**src/rir_defs.svh**
```systemverilog
/*
 * constants of the register integrity and result readout block: register
 * indices, interface option field positions, reset values, status bits.
 * assumes the register access port sits behind a serial frame decoder.
 */
// What this block does
// (RL1) bit 5 of interface options enables integrity monitoring of user registers
// (RL2) while monitoring, any change of a monitored register sets the error flag
// (RL3) writing 0 to the monitor enable bit clears the error flag
// (RL4) options, result and status registers are never monitored
// (RL5) writing new contents to a monitored register while enabled raises the flag
// (RL6) host configures registers with monitoring off, clears it before changes
// (RL7) checksum register is 24-bit xor of user registers, only while enabled
// (RL8) checksum reads return zero while monitoring is disabled
// (RL9) bits 3:2 select protection: none, xor on reads, or crc both ways
// (RL10) protected transfers carry one extra checksum or crc byte
// (RL11) bit 0 set makes results 16-bit, clear makes them 24-bit
// (RL12) options write does not reset; first new result has the new length
// (RL13) results offset binary by default, unipolar per setup polarity select
// (RL14) reading the result drives the active-low ready bit and output high
// (RL15) the same result may be read repeatedly
// (RL16) no new result loads once a result read command is received
// (RL17) status append follows result with status, 32 bits in 24-bit mode
// (RL18) appended status guarantees reported channel matches returned data; here channel bit 3 is ORed with the error flag
`ifndef RIR_DEFS_SVH
`define RIR_DEFS_SVH
`define RIR_ADDR_STATUS   6'h00
`define RIR_ADDR_OPTIONS  6'h02
`define RIR_ADDR_CHECK    6'h03
`define RIR_ADDR_RESULT   6'h04
`define RIR_ADDR_USER_LO  6'h05
`define RIR_ADDR_USER_HI  6'h3f
`define RIR_OPT_RESET     16'h0000
`define RIR_OPT_MASK      16'h19ed
`define RIR_OPT_CHK_BIT   5
`define RIR_OPT_APP_BIT   6
`define RIR_OPT_PROT_LO   2
`define RIR_OPT_WL_BIT    0
`define RIR_STAT_RDYN_BIT 7
`define RIR_STAT_REG_BIT  3
`define RIR_RESULT_RESET  24'h000000
`define RIR_CHECK_RESET   24'h000000
`endif

```
**src/rir_pkg.sv**
```systemverilog
/*
 * types of the register integrity and result readout block.
 * assumes rir_defs.svh for all numeric constants.
 */
package rir_pkg;
   typedef enum logic [1:0]
   {
      RIR_PROT_NONE = 2'b00,
      RIR_PROT_XOR  = 2'b01,
      RIR_PROT_CRC  = 2'b10,
      RIR_PROT_RSVD = 2'b11
   } rir_prot_t;
endpackage

```
**src/rir_top.sv**
```systemverilog
/*
 * interface-side register logic: integrity monitor with xor checksum,
 * transfer protection select, result word length, result register and
 * its ready side effects, status append.
 * assumes a serial frame decoder presents reads and writes as one-cycle
 * strobes with a 6-bit register address, and the converter core presents
 * each new conversion as a one-cycle strobe.
 */
`timescale 1ns/1ps
`default_nettype none
`include "rir_defs.svh"
module rir_top
(
   // clock and reset
   input  wire logic        clk,
   input  wire logic        arst_n,
   // register access from frame decoder
   input  wire logic        wr_stb,
   input  wire logic        rd_cmd,
   input  wire logic        rd_done,
   input  wire logic [5:0]  addr,
   input  wire logic [23:0] wdata,
   input  wire logic [23:0] user_old,
   // converter core
   input  wire logic        conv_stb,
   input  wire logic [23:0] conv_raw,
   input  wire logic        conv_unipolar,
   input  wire logic [3:0]  conv_channel,
   // read answer
   output logic      [31:0] rdata,
   output logic      [5:0]  rd_bits,
   output logic      [1:0]  prot_mode,
   output logic             xfer_extra_byte,
   // status
   output logic             ready_n,
   output logic             integrity_error,
   output logic      [15:0] interface_options,
   output logic      [23:0] integrity_checksum
);
   // ------------------------------------------------------------
   // decode
   // ------------------------------------------------------------
   // stored state and next values
   logic [15:0] opt_q;
   logic [15:0] opt_d;
   logic [23:0] sum_q;
   logic [23:0] sum_d;
   logic        err_q;
   logic        err_d;
   logic [23:0] res_q;
   logic [23:0] res_d;
   logic [3:0]  chan_q;
   logic [3:0]  chan_d;
   logic        rdyn_q;
   logic        rdyn_d;
   logic        hold_q;
   logic        hold_d;
   logic [31:0] rdata_q;
   logic [31:0] rdata_d;
   logic [5:0]  bits_q;
   logic [5:0]  bits_d;
   rir_pkg::rir_prot_t prot_q;
   rir_pkg::rir_prot_t prot_d;
   logic        xb_d;
   logic        xb_q;

   // datapath wires
   logic [23:0] sum_fold;
   logic        user_changed;
   logic [23:0] shaped;
   logic [7:0]  status_byte;
   logic [23:0] chkv_d;
   logic [23:0] chkv_q;

   // option bits and decoded strobes
   logic        chk_en;
   logic        short_wl;
   logic        append;
   logic        wr_opt;
   logic        wr_user;
   logic        rd_res;
   logic        rd_opt;
   logic        rd_chk;
   logic        rd_stat;
   logic        chk_off_wr;
   logic        load_res;
   logic [5:0]  res_bits;

   assign chk_en   = opt_q[`RIR_OPT_CHK_BIT];
   assign short_wl = opt_q[`RIR_OPT_WL_BIT];
   assign append   = opt_q[`RIR_OPT_APP_BIT];
   assign wr_opt   = wr_stb && (addr == `RIR_ADDR_OPTIONS);
   // options, result, status and checksum fall outside the user range
   assign wr_user  = wr_stb && (addr >= `RIR_ADDR_USER_LO); // RL4
   assign rd_res   = rd_cmd && (addr == `RIR_ADDR_RESULT);
   assign rd_opt   = rd_cmd && (addr == `RIR_ADDR_OPTIONS);
   assign rd_chk   = rd_cmd && (addr == `RIR_ADDR_CHECK);
   assign rd_stat  = rd_cmd && (addr == `RIR_ADDR_STATUS);
   assign chk_off_wr = wr_opt && !wdata[`RIR_OPT_CHK_BIT];

   // ------------------------------------------------------------
   // checksum fold and result shaping
   // ------------------------------------------------------------
   rir_xor_fold u_fold
   (
      .sum_in   (sum_q),
      .old_word (user_old),
      .new_word (wdata),
      .sum_out  (sum_fold),
      .changed  (user_changed)
   );

   rir_result_fmt u_fmt
   (
      .raw               (conv_raw),
      .unipolar          (conv_unipolar),
      .short_word_select (short_wl),
      .shaped            (shaped)
   );

   // ------------------------------------------------------------
   // next state
   // ------------------------------------------------------------
   // options write only stores; the shaper picks it up on next load
   assign opt_d = wr_opt ? (wdata[15:0] & `RIR_OPT_MASK) : opt_q; // RL12
   // checksum runs over every user write, exposed only when enabled
   assign sum_d = wr_user ? sum_fold : sum_q; // RL7
   assign chkv_d = opt_d[`RIR_OPT_CHK_BIT] ? sum_d : 24'h000000; // RL8
   // protection mode is only reported; the frame decoder adds the byte
   assign prot_d = rir_pkg::rir_prot_t'(opt_d[`RIR_OPT_PROT_LO +: 2]); // RL9
   assign xb_d   = (prot_d != rir_pkg::RIR_PROT_NONE); // RL10
   // set wins over the clear
   assign err_d = (chk_en && wr_user && user_changed) ? 1'b1 // RL1 RL2 RL5
                : chk_off_wr ? 1'b0 // RL3
                : err_q;
   // no load while a result read is pending
   assign hold_d   = rd_res ? 1'b1 : (rd_done ? 1'b0 : hold_q); // RL16
   assign load_res = conv_stb && !hold_q && !rd_res; // RL16
   assign res_d    = load_res ? shaped : res_q;
   assign chan_d   = load_res ? conv_channel : chan_q; // RL18
   // read raises ready; a fresh result lowers it
   assign rdyn_d   = load_res ? 1'b0 : (rd_res ? 1'b1 : rdyn_q); // RL14 RL15
   assign status_byte = {rdyn_q, 3'h0, err_q, 3'h0};
   assign res_bits = short_wl ? 6'd16 : 6'd24; // RL11
   always_comb
   begin
      rdata_d = rdata_q;
      bits_d  = bits_q;
      if (rd_res)
      begin
         if (append)
         begin
            // status with channel rides behind the data
            rdata_d = short_wl ? {8'h00, res_q[15:0], status_byte | // RL17
                                  {4'h0, chan_q}}
                               : {res_q, status_byte | {4'h0, chan_q}};
            bits_d  = res_bits + 6'd8; // RL17 RL18
         end
         else
         begin
            rdata_d = {8'h00, res_q};
            bits_d  = res_bits;
         end
      end
      else if (rd_chk)
      begin
         rdata_d = {8'h00, chkv_q}; // RL8
         bits_d  = 6'd24;
      end
      else if (rd_opt)
      begin
         rdata_d = {16'h0000, opt_q};
         bits_d  = 6'd16;
      end
      else if (rd_stat)
      begin
         rdata_d = {24'h000000, status_byte | {4'h0, chan_q}};
         bits_d  = 6'd8;
      end
      else if (rd_cmd)
      begin
         rdata_d = 32'h00000000;
         bits_d  = 6'd24;
      end
   end

   // ------------------------------------------------------------
   // registers
   // ------------------------------------------------------------
   // interface options
   always_ff @(posedge clk or negedge arst_n)
   begin
      if (!arst_n)
      begin
         opt_q <= `RIR_OPT_RESET;
      end
      else
      begin
         opt_q <= opt_d;
      end
   end

   // protection report follows the options
   always_ff @(posedge clk or negedge arst_n)
   begin
      if (!arst_n)
      begin
         prot_q <= rir_pkg::RIR_PROT_NONE;
         xb_q   <= 1'b0;
      end
      else
      begin
         prot_q <= prot_d; // RL9
         xb_q   <= xb_d; // RL10
      end
   end

   // running checksum and its visible copy
   always_ff @(posedge clk or negedge arst_n)
   begin
      if (!arst_n)
      begin
         sum_q  <= `RIR_CHECK_RESET;
         chkv_q <= `RIR_CHECK_RESET;
      end
      else
      begin
         sum_q  <= sum_d;
         chkv_q <= chkv_d; // RL7 RL8
      end
   end

   // integrity error flag
   always_ff @(posedge clk or negedge arst_n)
   begin
      if (!arst_n)
      begin
         err_q <= 1'b0;
      end
      else
      begin
         err_q <= err_d;
      end
   end

   // result word and its channel
   always_ff @(posedge clk or negedge arst_n)
   begin
      if (!arst_n)
      begin
         res_q  <= `RIR_RESULT_RESET;
         chan_q <= 4'h0;
      end
      else
      begin
         res_q  <= res_d;
         chan_q <= chan_d;
      end
   end

   // ready and result read hold
   always_ff @(posedge clk or negedge arst_n)
   begin
      if (!arst_n)
      begin
         rdyn_q <= 1'b1;
         hold_q <= 1'b0;
      end
      else
      begin
         rdyn_q <= rdyn_d;
         hold_q <= hold_d;
      end
   end

   // read answer
   always_ff @(posedge clk or negedge arst_n)
   begin
      if (!arst_n)
      begin
         rdata_q <= 32'h00000000;
         bits_q  <= 6'd0;
      end
      else
      begin
         rdata_q <= rdata_d;
         bits_q  <= bits_d;
      end
   end

   // ------------------------------------------------------------
   // outputs
   // ------------------------------------------------------------
   assign rdata              = rdata_q;
   assign rd_bits            = bits_q;
   assign prot_mode          = prot_q;
   assign xfer_extra_byte    = xb_q;
   assign ready_n            = rdyn_q;
   assign integrity_error    = err_q;
   assign interface_options  = opt_q;
   assign integrity_checksum = chkv_q;
endmodule
`default_nettype wire

```
**src/rir_xor_fold.sv**
```systemverilog
/*
 * folds one written 24-bit user register word into the running checksum:
 * removes the old word and adds the new one.
 * assumes both words are zero-extended to 24 bits.
 */
`timescale 1ns/1ps
`default_nettype none
module rir_xor_fold
(
   // words
   input  wire logic [23:0] sum_in,
   input  wire logic [23:0] old_word,
   input  wire logic [23:0] new_word,
   // result
   output logic      [23:0] sum_out,
   output logic             changed
);
   assign sum_out = sum_in ^ old_word ^ new_word;
   assign changed = (old_word != new_word);
endmodule
`default_nettype wire

```
**src/rir_result_fmt.sv**
```systemverilog
/*
 * shapes a raw 24-bit conversion into the stored result: polarity coding
 * and word length.
 * assumes raw is two's complement from the filter.
 */
`timescale 1ns/1ps
`default_nettype none
module rir_result_fmt
(
   // raw sample
   input  wire logic [23:0] raw,
   // options
   input  wire logic        unipolar,
   input  wire logic        short_word_select,
   // shaped result
   output logic      [23:0] shaped
);
   logic [23:0] coded;
   // offset binary flips msb; unipolar keeps magnitude
   assign coded  = unipolar ? raw : {~raw[23], raw[22:0]}; // RL13
   assign shaped = short_word_select ? {8'h00, coded[23:8]} : coded; // RL11
endmodule
`default_nettype wire

```
**config.mk**
```make
export PLATFORM = sky130hd
export DESIGN_NAME = rir_top
export DESIGN_NICKNAME = d
export VERILOG_FILES = /design/src/rir_pkg.sv /design/src/rir_top.sv /design/src/rir_xor_fold.sv /design/src/rir_result_fmt.sv
export VERILOG_INCLUDE_DIRS = /design/src
export SDC_FILE = /design/constraint.sdc
export NUM_CORES = 1
export LEC_CHECK = 0
export BUFFER_PORTS_ARGS = -buffer_cell sky130_fd_sc_hd__buf_2
export CAP_MARGIN = 20
export CORE_AREA = 2 2 107 109
export DETAILED_ROUTE_END_ITERATION = 8
export DIE_AREA = 0 0 109 111
export PLACE_DENSITY = 0.8
export SLEW_MARGIN = 10
export SYNTH_ARGS = -nofsm -noshare
export SYNTH_HDL_FRONTEND = slang
export SYNTH_SLANG_ARGS = --single-unit
```
**constraint.sdc**
```tcl
create_clock -name clk -period 3.1 [get_ports clk]
set_input_delay 0.62 -clock clk [delete_from_list [all_inputs] [get_ports clk]]
set_output_delay 0.62 -clock clk [all_outputs]
set_load 0.05 [all_outputs]
```
==> impl_metrics.ini <==
[place]
dpl.hpwl_um = 11200
gp_congestion = 0.935
place_area_mm2 = 0.00672
port_buffers = 161

[die]
ioPinCount = 172
start_util_pct = 53.4
dieArea_mm2 = 0.0121
row_count = 39
core_area_mm2 = 0.0111
die_h_um = 111
fp.dieW_um = 109

[clocking]
ctsLongestPathBuffers = 2
root_buffer = clkbuf_16
cts.sinks = 124
cts-htree-levels = 4
cts_resized = 0
clkTransAtPathRegs_ps = 50
cts_tree = done
cts_buffers = 17
cts_hold_buffers = 0
post_cts_buffers = 0
worstSkewPairLatency_ps = 410

[setup_path]
cp_top_family = flip-flops
cpMaxStageDelayCell = dfrtp_1
critPathLaunchType = flip-flop
cp_max_fo = 17
cp.required_ps = 2480
cp_cell_sequence = buf_2
r2r_slack_ps = 1140
critical-path-max-stage-delay_ps = 790
crit_buf_inv = 1
endpoint_kind = output pin
worst-setup-path-type = reg2out
crit_arrival_ps = 1580

[routing]
antenna_left = 0
vias = 4729
drt_wl_total_um = 15100
drt-vias-per-instance = 5.64
drt_first_iter_violations = 383
drc = 0
dr.pass1.iters = 5
routedWlPerCell_um = 18.0

[yosys]
synthCells = 536
synth_flop_cell = dfrtp_1
synth_edf_count = 0
syn-mean-instance-area_um2 = 11.0
async_flop_share_pct = 100
ys_seq_elements = 124
yosys.cell_types.count = 53
ys_warn_count = 0
syn_area_mm2 = 0.00591
ys_seq_area_share_pct = 52.5

[timing]
post-route-min-period_ps = 2200
slew-limit-headroom_pct = 45.4
max_freq_mhz = 455
tns_ps = 0
finalCritPeriodShare_pct = 70.9
tightest_slew_ps = 820
drv_slew = 0
hold_violations = 0
report.final.setup_viol = 0
fin_worst_skew_ps = 7.53
grt_setup_unrepaired = false

[power]
p_comb_share_pct = 24.3
leakage_nw = 3.50
switching_share_pct = 33.0
power.internal_mw = 3.41
seqPwrFrac_pct = 41.7
powerDensity_mw_per_mm2 = 704
p_clk_share_pct = 34.0
vdd_drop_max_uv = 366
p_switching_mw = 1.68

[global_route]
grt_pass1_vias = 4665
grt_max_degree = 63
grt-ovfl-total = 0
antenna_found_initial = 0
grt_pass1_wl_um = 24400
grt_usage_pct = 26.6

[final_layout]
fin_nets = 776
final_area_mm2 = 0.00723
fillers = 849
diodes = 0
area_growth_pct = 22.4
layout-drive-gt1-share_pct = 32.5

[job]
drv.max_cap_violation_count = 0

[hold_path]
min_path_type = in2async

[status]
status = finished clean
cell usage after synthesis (3+ instances only):
master	n	share of area (%)
xor2_1	25	3.7
xnor2_1	24	3.6
buf_4	15	1.9
buf_2	12	1.0
buf_6	6	1.1
a21o_1	3	0.38
a22oi_1	3	0.38
nand4_1	3	0.32
nand3_1	8	0.68
o211ai_1	23	2.9
mux2i_1	27	4.6
nor2b_1	23	2.4
a221oi_1	14	2.1
o22ai_1	3	0.32
dfrtp_1	123	52
buf_1	4	0.25
nor4_1	6	0.63
o21ai_0	33	2.8
mux2_2	17	3.2
o221ai_1	4	0.59
nor2_1	34	2.2
inv_1	14	0.89
a21oi_1	5	0.42
o21a_1	5	0.63
a22o_1	12	1.8
clkbuf_1	11	0.70
nand2_1	44	2.8
stage by stage:
| step | hold slack [ps] | total power, mW | setup slack, ps | util, % | cells |
|---|---|---|---|---|---|
| 2_1_floorplan | 324 | 3.00 | 1220 | - | 545 |
| 3_3_place_gp | 452 | 3.33 | 871 | 60.6 | 810 |
| 3_5_place_dp | 457 | 3.37 | 784 | 60.6 | 810 |
| 4_1_cts | 138 | 5.11 | 896 | 65.3 | 839 |
| 5_1_grt | 167 | 5.31 | 850 | 65.3 | 839 |
| 6_report | 135 | 5.09 | 902 | 65.3 | 839 |
sequential cells by signal, indices dropped and copies added, names as in the netlist:
name	cells
chan_q	4
hold_q	1
integrity_checksum	24
integrity_error	1
interface_options	8
prot_mode	1
rd_bits	3
rdata	32
ready_n	1
res_q	24
sum_q	24
xfer_extra_byte	1
cells by family (layout without fill, tap and decap cells):
logic type      Yosys count  in the layout  share of synthesized area, %
other cells               1             10                        0.0634
xor+xnor                 49             49                          7.26
buf+inv                  64            215                          6.03
fa+ha+maj                 1              1                         0.212
compound gates          120            120                          14.6
flops                   124            124                          52.5
simple gates            132            132                          11.1
mux                      45             45                          8.19
worst paths after layout:
check	endpoint	from	cells past startpoint
hold / removal	interface_options[7]$_DFFE_PN0P_	arst_n	1
setup / recovery	interface_options[6]	interface_options[6]$_DFFE_PN0P_	1
min in group clk	hold_q$_DFFE_PN0P_	rd_done	2
hold reg to reg	sum_q[13]$_DFF_PN0_	sum_q[13]$_DFF_PN0_	1
max in group asynchronous	rdata[8]$_DFFE_PN0P_	arst_n	2
setup reg to reg	rd_bits[3]$_DFFE_PN0P_	interface_options[0]$_DFFE_PN0P_	5
power by group through the flow:
stage,Combinational (mW),Sequential [mW],Clock [mW]
after floorplan,0.614,2.39,0
after global placement,1.20,2.13,0
after detailed placement,1.23,2.14,0
after CTS,1.24,2.12,1.75
after global routing,1.33,2.15,1.83
final,1.24,2.12,1.73
final cells by class:
| cell class | instances | area, µm² | area share [%] |
|---|---|---|---|
| timing repair buffer | 170 | 888 | 12.3 |
| tap | 143 | 179 | 2.47 |
| inverter | 16 | 60.1 | 0.830 |
| clock buffer | 22 | 474 | 6.55 |
| multi-input combinational | 357 | 2480 | 34.3 |
| sequential | 124 | 3100 | 42.9 |
| clock inverter | 7 | 43.8 | 0.605 |
metal layers:
metal	wire, µm	track usage [%]	up-vias
met5	0	0	-
met4	588	13.4	0
met3	1070	5.47	46
met2	7140	39.6	234
met1	6290	36.8	2277
li1	-	-	2172
placed cells by master (no fill, tap or decap), types with 2 or more instances in the layout:
master | synthesis | layout
nor3_1 | 2 | 2
o211ai_2 | 2 | 2
buf_2 | 12 | 160
dfrtp_1 | 123 | 123
nand2_1 | 44 | 44
clkinv_2 | 0 | 4
buf_4 | 15 | 9
o21a_1 | 5 | 5
nor2b_1 | 23 | 23
mux2_2 | 17 | 17
a22oi_1 | 3 | 3
o221ai_1 | 4 | 4
o21ai_0 | 33 | 33
nor4_1 | 6 | 6
nand4_1 | 3 | 3
xnor2_1 | 24 | 24
nand2b_1 | 2 | 2
nor3_2 | 2 | 2
a221oi_1 | 14 | 14
conb_1 | 1 | 10
xor2_1 | 25 | 25
a21oi_1 | 5 | 5
inv_1 | 14 | 14
clkbuf_8 | 0 | 3
nor2_1 | 34 | 34
a31oi_1 | 2 | 2
a211o_1 | 2 | 2
or3_1 | 2 | 2
o22ai_1 | 3 | 3
mux2i_1 | 27 | 27
clkbuf_1 | 11 | 2
o211ai_1 | 23 | 23
clkinvlp_4 | 0 | 2
clkbuf_16 | 0 | 17
a21o_1 | 3 | 3
nand3_1 | 8 | 8
and3_1 | 2 | 2
a22o_1 | 12 | 12
a2bb2oi_1 | 2 | 2
(Power assumes the default switching activity.)
